--- src/include/sbp_pkg.sv ---
/*
  Constants and types for the status register and block-protection logic.
  Assumes a single 20 MHz system clock; the serial link clock is sampled as data.
*/
package sbp_pkg;

  // Serial commands handled by this block
  localparam logic [7:0] CMD_WR_ENABLE  = 8'h06;
  localparam logic [7:0] CMD_WR_DISABLE = 8'h04;
  localparam logic [7:0] CMD_RD_STATUS  = 8'h05;
  localparam logic [7:0] CMD_WR_STATUS  = 8'h01;
  localparam logic [7:0] CMD_RD_FLAG    = 8'h70;
  localparam logic [7:0] CMD_PAGE_PROG  = 8'h02;
  localparam logic [7:0] CMD_SECT_ERASE = 8'hd8;
  localparam logic [7:0] CMD_SUB4_ERASE = 8'h20;
  localparam logic [7:0] CMD_SUB32_ERASE = 8'h52;
  localparam logic [7:0] CMD_BULK_ERASE = 8'hc7;

  // Status register field positions
  localparam int unsigned ST_LOCK_BIT = 7;
  localparam int unsigned ST_LVL3_BIT = 6;
  localparam int unsigned ST_TB_BIT   = 5;
  localparam int unsigned ST_WEL_BIT  = 1;
  localparam int unsigned ST_BUSY_BIT = 0;
  localparam int unsigned FLAG_RDY_BIT = 7;

  // Array geometry
  localparam int unsigned ADDR_W       = 25;
  localparam int unsigned SECT_W       = 9;
  localparam int unsigned SECT_LSB     = 16;
  localparam int unsigned SECT_COUNT   = 512;
  localparam int unsigned SUB32_COUNT  = 1024;
  localparam int unsigned SUB4_COUNT   = 8192;
  localparam int unsigned LVL_ALL      = 10;
  localparam logic [ADDR_W-1:0] ADDR_LAST = 25'h1ffffff;

  // Nonvolatile defaults
  localparam logic       NV_LOCK_RST = 1'b0;
  localparam logic       NV_TB_RST   = 1'b0;
  localparam logic [3:0] NV_LVL_RST  = 4'h0;

  // Internal cycle times
  localparam int unsigned CLK_MHZ          = 20;
  localparam int unsigned T_WRSR_US        = 8;
  localparam int unsigned T_PROG_US        = 120;
  localparam int unsigned T_ERASE_US       = 150;
  localparam int unsigned WRSR_CYCLES  = T_WRSR_US * CLK_MHZ;
  localparam int unsigned PROG_CYCLES  = T_PROG_US * CLK_MHZ;
  localparam int unsigned ERASE_CYCLES = T_ERASE_US * CLK_MHZ;

  typedef struct packed {
    logic       lock;
    logic       topBot;
    logic [3:0] level;
  } sbp_nv_t;

  typedef struct packed {
    logic csB;
    logic sck;
    logic din;
    logic wpB;
  } sbp_pins_t;

endpackage : sbp_pkg

--- src/rtl/sbp_status_protect.sv ---
/*
  Status register, write-enable latch, busy flag and block protection
  decode of a serial NOR flash, driven through SPI mode 0 commands.
  Assumes the serial pins are asynchronous to sys_clk and that the link
  clock is at most a quarter of sys_clk so every edge is seen.
*/
module sbp_status_protect #(
  parameter int unsigned WRSR_CNT  = sbp_pkg::WRSR_CYCLES,
  parameter int unsigned PROG_CNT  = sbp_pkg::PROG_CYCLES,
  parameter int unsigned ERASE_CNT = sbp_pkg::ERASE_CYCLES
) (
  input  wire logic       sys_clk,
  input  wire logic       rst_b,
  input  wire logic       spiCsB,
  input  wire logic       spiSck,
  input  wire logic       spiDin,
  input  wire logic       writeProtB,
  output logic            spiDout,
  output logic            spiDoutEnB,
  output logic [7:0]      statusByte,
  output logic            protErr
);

  localparam int unsigned CW = 16;

  typedef enum logic [2:0] {
    S_IDLE,
    S_CMD,
    S_ADDR,
    S_DATA,
    S_READ,
    S_DONE
  } sbp_state_t;

  // Three-stage pin synchronisers; the first stage feeds only the second
  sbp_pkg::sbp_pins_t pinS1_q, pinS2_q, pinS3_q;
  sbp_pkg::sbp_pins_t pinRaw;
  assign pinRaw = '{csB: spiCsB, sck: spiSck, din: spiDin, wpB: writeProtB};

  always_ff @(posedge sys_clk or negedge rst_b) begin
    if (!rst_b) begin
      pinS1_q <= '{csB: 1'b1, sck: 1'b0, din: 1'b0, wpB: 1'b0};
      pinS2_q <= '{csB: 1'b1, sck: 1'b0, din: 1'b0, wpB: 1'b0};
      pinS3_q <= '{csB: 1'b1, sck: 1'b0, din: 1'b0, wpB: 1'b0};
    end else begin
      pinS1_q <= pinRaw;
      pinS2_q <= pinS1_q;
      pinS3_q <= pinS2_q;
    end
  end

  // Filtered levels: a change counts once stage two and three agree
  logic csB_q, sck_q, wpB_q;
  always_ff @(posedge sys_clk or negedge rst_b) begin
    if (!rst_b) begin
      csB_q <= 1'b1;
      sck_q <= 1'b0;
      wpB_q <= 1'b0;
    end else begin
      if (pinS2_q.csB == pinS3_q.csB) csB_q <= pinS3_q.csB;
      if (pinS2_q.sck == pinS3_q.sck) sck_q <= pinS3_q.sck;
      if (pinS2_q.wpB == pinS3_q.wpB) wpB_q <= pinS3_q.wpB;
    end
  end

  wire sckNext  = (pinS2_q.sck == pinS3_q.sck) ? pinS3_q.sck : sck_q;
  wire csNext   = (pinS2_q.csB == pinS3_q.csB) ? pinS3_q.csB : csB_q;
  wire sckRise  = !sck_q && sckNext && !csB_q;
  wire sckFall  = sck_q && !sckNext && !csB_q;
  wire frameEnd = !csB_q && csNext;
  wire frameBeg = csB_q && !csNext;

  // Register state
  sbp_pkg::sbp_nv_t nv_q;
  logic             wel_q;
  logic [CW-1:0]    busyCnt_q;
  logic             busy;
  assign busy = (busyCnt_q != '0);

  wire [7:0] statusNow = {nv_q.lock, nv_q.level[3], nv_q.topBot, nv_q.level[2:0],
                          wel_q, busy};
  wire [7:0] flagNow = {!busy, 7'h00};

  // Hardware lock: only the pin level or a reset can release it
  wire hwLocked = nv_q.lock && !wpB_q;

  // Protected range decode
  function automatic logic sectProt(input sbp_pkg::sbp_nv_t nv,
                                    input logic [sbp_pkg::SECT_W-1:0] sect);
    logic [sbp_pkg::SECT_W:0] span;
    span = '0;
    if (nv.level == 4'h0) begin
      sectProt = 1'b0;
    end else if (nv.level >= 4'(sbp_pkg::LVL_ALL)) begin
      sectProt = 1'b1;
    end else begin
      span = (sbp_pkg::SECT_W+1)'(1) << (nv.level - 4'h1);
      if (nv.topBot)
        sectProt = ({1'b0, sect} < span);
      else
        sectProt = ({1'b0, sect} >= (10'(sbp_pkg::SECT_COUNT) - span));
    end
  endfunction : sectProt

  // Serial engine
  sbp_state_t           st_q;
  logic [7:0]           cmd_q;
  logic [7:0]           shIn_q;
  logic [2:0]           bitCnt_q;
  logic [1:0]           addrBytes_q;
  logic [23:0]          addr_q;
  logic [7:0]           wrData_q;
  logic                 gotData_q;
  logic [7:0]           shOut_q;

  wire [7:0] byteIn  = {shIn_q[6:0], pinS3_q.din};
  wire       byteDone = sckRise && (bitCnt_q == 3'h7);

  wire isAddrCmd = (cmd_q == sbp_pkg::CMD_PAGE_PROG) || (cmd_q == sbp_pkg::CMD_SECT_ERASE) ||
                   (cmd_q == sbp_pkg::CMD_SUB4_ERASE) || (cmd_q == sbp_pkg::CMD_SUB32_ERASE);
  // Three address bytes only, so the sector field's top bit stays zero
  wire [sbp_pkg::ADDR_W-1:0] fullAddr = {1'b0, addr_q};
  wire addrProt = sectProt(nv_q, fullAddr[sbp_pkg::SECT_LSB +: sbp_pkg::SECT_W]);

  // Frame-end decisions
  wire doWrsr  = (cmd_q == sbp_pkg::CMD_WR_STATUS) && gotData_q && wel_q && !busy
                 && !hwLocked;
  wire rejWrsr = (cmd_q == sbp_pkg::CMD_WR_STATUS) && gotData_q && wel_q && !busy && hwLocked;
  wire doBulk  = (cmd_q == sbp_pkg::CMD_BULK_ERASE) && wel_q && !busy
                 && (nv_q.level == 4'h0);
  wire rejBulk = (cmd_q == sbp_pkg::CMD_BULK_ERASE) && wel_q && !busy && (nv_q.level != 4'h0);
  wire addrOk  = isAddrCmd && (st_q != S_ADDR) && wel_q && !busy;
  wire doArr   = addrOk && !addrProt;
  wire rejArr  = addrOk && addrProt;
  wire isProg  = (cmd_q == sbp_pkg::CMD_PAGE_PROG);

  always_ff @(posedge sys_clk or negedge rst_b) begin
    if (!rst_b) begin
      st_q        <= S_IDLE;
      cmd_q       <= 8'h00;
      shIn_q      <= 8'h00;
      bitCnt_q    <= 3'h0;
      addrBytes_q <= 2'h0;
      addr_q      <= 24'h000000;
      wrData_q    <= 8'h00;
      gotData_q   <= 1'b0;
      shOut_q     <= 8'h00;
    end else if (frameBeg) begin
      st_q      <= S_CMD;
      bitCnt_q  <= 3'h0;
      gotData_q <= 1'b0;
      addrBytes_q <= 2'h0;
    end else if (frameEnd) begin
      st_q <= S_IDLE;
    end else if (sckRise) begin
      shIn_q   <= byteIn;
      bitCnt_q <= bitCnt_q + 3'h1;
      if (byteDone) begin
        unique case (st_q)
          S_CMD: begin
            cmd_q <= byteIn;
            if (byteIn == sbp_pkg::CMD_RD_STATUS || byteIn == sbp_pkg::CMD_RD_FLAG)
              st_q <= S_READ;
            else if (byteIn == sbp_pkg::CMD_WR_STATUS)
              st_q <= S_DATA;
            else if (byteIn == sbp_pkg::CMD_PAGE_PROG || byteIn == sbp_pkg::CMD_SECT_ERASE ||
                     byteIn == sbp_pkg::CMD_SUB4_ERASE || byteIn == sbp_pkg::CMD_SUB32_ERASE)
              st_q <= S_ADDR;
            else
              st_q <= S_DONE;
          end
          S_ADDR: begin
            addr_q      <= {addr_q[15:0], byteIn};
            addrBytes_q <= addrBytes_q + 2'h1;
            if (addrBytes_q == 2'h2) st_q <= S_DONE;
          end
          S_DATA: begin
            wrData_q  <= byteIn;
            gotData_q <= 1'b1;
            st_q      <= S_DONE;
          end
          S_READ, S_DONE, S_IDLE: ;
        endcase
      end
    end else if (sckFall && st_q == S_READ) begin
      // Register re-sampled each byte so busy polling tracks live state
      if (bitCnt_q == 3'h0)
        shOut_q <= (cmd_q == sbp_pkg::CMD_RD_FLAG) ? flagNow : statusNow;
      else
        shOut_q <= {shOut_q[6:0], 1'b0};
    end
  end

  // Nonvolatile bits, latch and busy timer
  always_ff @(posedge sys_clk or negedge rst_b) begin
    if (!rst_b) begin
      nv_q      <= '{lock: sbp_pkg::NV_LOCK_RST, topBot: sbp_pkg::NV_TB_RST,
                     level: sbp_pkg::NV_LVL_RST};
      wel_q     <= 1'b0;
      busyCnt_q <= '0;
      protErr   <= 1'b0;
    end else begin
      if (busyCnt_q == CW'(1))
        wel_q <= 1'b0;
      if (busyCnt_q != '0)
        busyCnt_q <= busyCnt_q - CW'(1);
      if (frameEnd && st_q == S_DONE) begin
        if (cmd_q == sbp_pkg::CMD_WR_ENABLE && !busy)
          wel_q <= 1'b1;
        else if (cmd_q == sbp_pkg::CMD_WR_DISABLE && !busy)
          wel_q <= 1'b0;
        if (doWrsr) begin
          nv_q.lock   <= wrData_q[sbp_pkg::ST_LOCK_BIT];
          nv_q.topBot <= wrData_q[sbp_pkg::ST_TB_BIT];
          nv_q.level  <= {wrData_q[sbp_pkg::ST_LVL3_BIT], wrData_q[4:2]};
          busyCnt_q   <= CW'(WRSR_CNT);
        end else if (doBulk || doArr) begin
          busyCnt_q <= isProg ? CW'(PROG_CNT) : CW'(ERASE_CNT);
        end
        // Refused writes drop the latch so a stray retry needs a new enable
        if (rejWrsr || rejBulk || rejArr) begin
          wel_q   <= 1'b0;
          protErr <= 1'b1;
        end else if (doWrsr || doBulk || doArr) begin
          protErr <= 1'b0;
        end
      end
    end
  end

  // Output drive registers
  always_ff @(posedge sys_clk or negedge rst_b) begin
    if (!rst_b) begin
      spiDout    <= 1'b0;
      spiDoutEnB <= 1'b1;
      statusByte <= 8'h00;
    end else begin
      spiDout    <= (bitCnt_q == 3'h0 && sckFall) ? 1'b0 : shOut_q[7];
      spiDoutEnB <= !(st_q == S_READ && !csB_q);
      statusByte <= statusNow;
    end
  end

endmodule : sbp_status_protect

--- config.mk ---
export PLATFORM = sky130hd
export DESIGN_NAME = sbp_status_protect
export DESIGN_NICKNAME = d
export VERILOG_FILES = /design/src/include/sbp_pkg.sv /design/src/rtl/sbp_status_protect.sv
export SDC_FILE = /design/constraint.sdc
export NUM_CORES = 1
export LEC_CHECK = 0
export ABC_CLOCK_PERIOD_IN_PS = 4500
export CORE_AREA = 2 2 88 124
export CTS_CLUSTER_SIZE = 30
export DETAILED_ROUTE_END_ITERATION = 8
export DIE_AREA = 0 0 90 126
export DONT_BUFFER_PORTS = 1
export PLACE_DENSITY = 0.68
export SLEW_MARGIN = 20
export SYNTH_ARGS = -nofsm -noshare
export SYNTH_HDL_FRONTEND = slang
export SYNTH_SLANG_ARGS = --single-unit
--- constraint.sdc ---
create_clock -name sys_clk -period 4.5 [get_ports sys_clk]
set_clock_uncertainty 0.05 [all_clocks]
set_input_delay 0.9 -clock sys_clk [delete_from_list [all_inputs] [get_ports sys_clk]]
set_output_delay 0.9 -clock sys_clk [all_outputs]
set_load 0.005 [all_outputs]
==> impl_metrics.ini, run 1 <==
[sta]
layout_worst_path_cycle_share = 0.762
slew_viol_final = 0
worst_slew_margin_rel = 0.576
setup_tns_ps = 0
rsz_0062_raised_after_global_routing = false
final-setup-viol-count = 0
max_freq_mhz = 292
timing_worst_slew_pin_value_ps = 620
layout_min_cycle_time_ps = 3430
whs_ps = 191
final-hold-violation-count = 0

[worst_setup_path]
worst_setup_path_end_kind = flop
r2r_end = busyCnt_q[1]
crit_buf_inv = 0
worst-endpoint-arrival_ps = 3670
worstSetupPathType = reg2reg
cp_num_cells = 12
worst-r2r-setup-slack_ps = 1070
r2r_start = nv_q[1]
critPathSlowestCell = dfrtp_1
cp.required_ps = 4740
reg2reg_depth = 12
timing.critical_path.from_type = flop
critical_path_s_largest_stage_delay_ps = 580
cp_cell_sequence = nor2b_1 > nand2_1 > ha_1 > o21ai_0 > o21ai_0 > ha_1 > nand2_1 > a221o_1 > a31oi_1 > nor3_1 > o31ai_1 > o211a_1
cp_top_family = compound AO/OA/AOI/OAI gates
critical_path.max_fanout = 14

[die]
start_util = 0.528
rows = 44
io_pins = 17
die-width_um = 90
core_ar_um2 = 10200
die_height_um = 126
dieArea_um2 = 11300

[logic_synthesis]
count_of_state_elements_after_synthesis = 111
asr_flop_ratio_synth = 1.00
synth.yosys.seq_area_share = 0.515
most_frequent_cell_after_synthesis = dfrtp_1
synth_warnings = 0
synthTopCellsByCount = dfrtp_1, mux2_2, nand2_1, nor2_1, a21oi_1
mappedNetlistNets = 519
synth_enable_flop_cells = 0
netlist_instances = 488
dominantRegCellSynth = dfrtp_1
synth_top_area_cell = dfrtp_1
netlist_area_um2 = 5410
synthesized_area_divided_by_synthesized_cell_count_um2 = 11.1
yosys.area.top_type_share = 0.491
count_of_cell_types_in_the_netlist = 63
synth.top_cells.by_area = dfrtp_1, mux2_2, ha_1

[global_route]
grt_antenna_before_repair = 0
grt_overflow = 0
globalRouteTotalUtil = 0.194
maximum_number_of_pins_on_one_net_before_global_route_repair = 112
via_count_of_the_first_global_routing_pass = 3728
grt_first_pass_wirelength_mm = 17.6

[clock_tree]
worstSkewPairLatency_ps = 350
clock-root-buffer = clkbuf_16
postCtsSetupBuffers = 0
clkSinkCount = 111
cts-buffers-inserted = 9
hold_buffer_count_at_cts = 0
tritoncts = built
max-clock-path-buffers = 2
worst_setup_hold_path_clk_slew_ps = 70
cts-resized-gates = 0
h-tree-depth = 3

[detailed_routing]
detail_route.iter0.violations = 154
routed_wire_length_per_instance_um = 16.5
vias = 3649
antenna_left = 0
drc = 0
drt_pre_antenna_iters = 4
totalWireLength_mm = 10.3
post_detailed_route_via_to_cell_ratio = 5.83

[hold_path]
hold_path.class = in2async

[job]
max_cap_viol_count = 0

[outcome]
status = complete, no violations

[power]
power.leakage_nw = 2.82
worst_ir_drop_vdd_mv = 0.184
finalPower_mw = 2.17
pwr_dens_nw_per_um2 = 374

[finish]
area_growth_syn_to_layout_pct = 7.48
diodes = 0
drive_gt1_frac = 0.180
number_of_filler_instances_in_the_final_layout = 914
num-nets-final = 514

[placed_design]
io_buffers = 0
post-dp-hpwl_mm = 7.42
place_congestion = 0.861
placed cells by master, fill, tap and decap left out, types with 5 or more instances in the layout:
master,count
o21ai_1,5
mux2_2,45
nand2b_1,6
nor2_1,32
ha_1,25
o21ai_0,21
xor2_1,5
nand2_1,42
clkbuf_16,9
or2_2,6
nand4_1,6
and3_1,7
nand3_1,15
nor3_1,16
nor2b_1,7
a21oi_1,28
xnor2_1,7
dfstp_2,5
dfrtp_1,106
inv_1,17
power breakdown:
| group | internal [mW] | leakage, nW | switching, mW |
|---|---|---|---|
| combinational | 0.0911 | 1.18 | 0.126 |
| clock | 0.452 | 0.147 | 0.363 |
| sequential | 1.06 | 1.49 | 0.0855 |
cell type report:
type,count,area (um2),share of cell area
well taps,138,173,0.0297
clock inverters,5,63.8,0.0110
flip-flops and latches,111,2780,0.479
repair buffers,1,7.51,0.00129
clock buffers,11,243,0.0418
multi-input cells,342,2470,0.425
inverters,18,70.1,0.0121
kinds of logic after synthesis:
group / Yosys count / share of synthesized area
compound gates: 83 / 0.0965
xor+xnor: 12 / 0.0194
fa+ha+maj: 26 / 0.0597
buf+inv: 35 / 0.0282
flops: 111 / 0.515
mux: 51 / 0.109
simple gates: 170 / 0.173
through the flow:
| step | instances | util | setup slack [ps] | instance area [um2] |
|---|---|---|---|---|
| 6_report | 626 | 0.567 | 1070 | 5810 |
| 5_1_grt | 626 | 0.567 | 759 | 5810 |
| 4_1_cts | 626 | 0.567 | 1080 | 5810 |
| 3_5_place_dp | 610 | 0.538 | 1120 | 5500 |
| 3_3_place_gp | 610 | 0.538 | 1280 | 5500 |
| 2_1_floorplan | 488 | - | 1530 | 5410 |
sequential cells by signal, summed over array words and instances (netlist names), 2 cells and up:
name / count
addr_q: 24
busyCnt_q: 16
cmd_q: 8
shOut_q: 8
statusByte: 8
shIn_q: 7
nv_q: 6
wrData_q: 6
pinS1_q: 4
pinS2_q: 4
bitCnt_q: 3
pinS3_q: 3
st_q: 3
addrBytes_q: 2
routing by layer:
layer	vias to the layer above	track usage	wire length, um
met1	1805	0.226	4320
met5	-	0	0
met3	37	0.0341	253
li1	1739	-	-
met4	0	0.120	512
met2	68	0.333	5230
worst max-delay path by stage:
stage                       start           end  slack [ps]
final                     nv_q[1]  busyCnt_q[1]        1070
after floorplan           nv_q[3]  busyCnt_q[1]        1530
after global placement    nv_q[1]  busyCnt_q[1]        1280
after detailed placement  nv_q[1]  busyCnt_q[1]        1120
after CTS                 nv_q[1]  busyCnt_q[1]        1080
after global routing      nv_q[1]  busyCnt_q[1]         760
Note: power is estimated with default switching activity, not from simulation.
==> run 2: changes to the inputs <==
- ABC_CLOCK_PERIOD_IN_PS: 4500 -> 3300
- clock period: 4.5 -> 3.3 ns (I/O delays scaled with it)
==> run 2 against run 1 <==
Against the previous run:
- critical endpoint unchanged
- clock-buffer cell count is 1 higher
- sequential cell count stayed put
- final area is 1.2% higher
==> impl_metrics.ini, run 2 (synthesis gave the netlist of run 1 again) <==
[sta]
max_freq_mhz = 324
worst_slew_margin_rel = 0.595
slew_viol_final = 0
final-setup-viol-count = 0
rsz_0062_raised_after_global_routing = false
final-hold-violation-count = 0
timing_worst_slew_pin_value_ps = 593
layout_worst_path_cycle_share = 0.937
layout_min_cycle_time_ps = 3090
setup_tns_ps = 0

[detailed_routing]
vias = 3645
drt_pre_antenna_iters = 4
post_detailed_route_via_to_cell_ratio = 5.77
detail_route.iter0.violations = 192
antenna_left = 0
routed_wire_length_per_instance_um = 16.6
drc = 0
totalWireLength_mm = 10.5

[die]
start_util = 0.528
rows = 44
die-width_um = 90
io_pins = 17
core_ar_um2 = 10200
dieArea_um2 = 11300
die_height_um = 126

[clock_tree]
clock-root-buffer = clkbuf_16
tritoncts = built
worst_setup_hold_path_clk_slew_ps = 70
worstSkewPairLatency_ps = 350
clkSinkCount = 111
cts-buffers-inserted = 9
max-clock-path-buffers = 2
postCtsSetupBuffers = 0
h-tree-depth = 3

[power]
power_report.internal_total_mw = 2.20
power.leakage_nw = 2.86
finalPower_mw = 2.99
worst_ir_drop_vdd_mv = 0.238
power_frac_comb = 0.105
switching_share = 0.263
pwr_dens_nw_per_um2 = 508
power.share.clock = 0.374
power.share.sequential = 0.521
netSwitchingPower_mw = 0.786

[worst_setup_path]
worst_setup_path_end_kind = flop
worstSetupPathType = reg2reg
critical_path.max_fanout = 7
cp.required_ps = 3540
r2r_end = busyCnt_q[1]
worst-r2r-setup-slack_ps = 210
r2r_start = nv_q[0]
reg2reg_depth = 12
worst-endpoint-arrival_ps = 3330
timing.critical_path.from_type = flop

[finish]
num-nets-final = 520
diodes = 0
regMostFlops = addr_q
area_growth_syn_to_layout_pct = 8.79
largest_registers = addr_q: 24 flops, busyCnt_q: 16 flops
layout.cells.most_common = dfrtp_1
mostFrequentLayoutCells = dfrtp_1, mux2_2, nand2_1
drive_gt1_frac = 0.192
largest_reg_flops = 24
number_of_filler_instances_in_the_final_layout = 899

[global_route]
maximum_number_of_pins_on_one_net_before_global_route_repair = 107
grt_first_pass_wirelength_mm = 18.0
grt_antenna_before_repair = 0
globalRouteTotalUtil = 0.198
grt_overflow = 0
via_count_of_the_first_global_routing_pass = 3742

[placed_design]
post-dp-hpwl_mm = 7.49
io_buffers = 0
place_congestion = 0.894

[outcome]
status = complete, no violations

[hold_path]
hold_path.class = in2async

[job]
max_cap_viol_count = 0
## run 2: cell types whose count changed in the layout (fill, tap and decap cells not counted), sizes merged
cell / previous run / this run
inv: 20 / 18
buf: 1 / 7
clkbuf: 11 / 12
clkinvlp: 1 / 2
## run 2: power groups by stage
stage          clock (mW)  combinational [mW]  sequential (mW)
3_3_place_gp            0               0.276             1.58
2_1_floorplan           0               0.264             1.52
3_5_place_dp            0               0.289             1.58
5_1_grt              1.20               0.361             1.57
6_report             1.12               0.314             1.55
4_1_cts              1.14               0.319             1.55
## run 2: metrics by stage
step                instances  setup WS [ps]   util  hold WS [ps]  cell area [um2]
finish                    632            209  0.574          94.3             5880
detailed placement        615            301  0.541           287             5540
CTS                       632            222  0.574          90.0             5880
global placement          615            387  0.541           284             5540
global route              632           32.6  0.574          80.4             5880
floorplan                 488            331      -           281             5410
## run 2: worst max-delay path by stage
stage	to	startpoint	slack [ps]
global placement	busyCnt_q[1]	nv_q[0]	390
detailed placement	busyCnt_q[6]	nv_q[3]	300
global route	busyCnt_q[9]	nv_q[0]	30
CTS	busyCnt_q[1]	nv_q[3]	220
floorplan	busyCnt_q[1]	nv_q[3]	330
finish	busyCnt_q[1]	nv_q[0]	210
## run 2: timing repair
item                       CTS  global route
hold endpoints to repair   106             0
setup endpoints to repair    0             5
resized for setup            0             1
hold buffers                 1             0
## run 2: critical path: stages (launching register included)
cell and delay (ps):
dfrtp_1 410, nor2b_1 190, nand2_1 120, ha_1 310, o21ai_0 140, o21ai_0 130
ha_1 300, nand2_1 50, a221o_1 310, a31oi_1 230, nor3_1 130, o31ai_1 420
o211a_1 220
## run 2: cell type report
class                      instances  area [um2]  area share
clock buffer                      12         256      0.0436
clock inverter                     4        53.8     0.00915
inverter                          18        70.1      0.0119
multi-input combinational        342        2470       0.420
sequential                       111        2780       0.473
tap                              138         173      0.0294
timing repair buffer               7        72.6      0.0123
## run 2: layer usage
| metal | part of all wire | up-vias | global-route usage | wire, um |
|---|---|---|---|---|
| met5 | 0 | - | 0 | 0 |
| met1 | 0.41 | 1818 | 0.232 | 4290 |
| li1 | - | 1747 | - | - |
| met4 | 0.026 | 0 | 0.0968 | 275 |
| met3 | 0.034 | 15 | 0.0419 | 357 |
| met2 | 0.53 | 65 | 0.345 | 5590 |
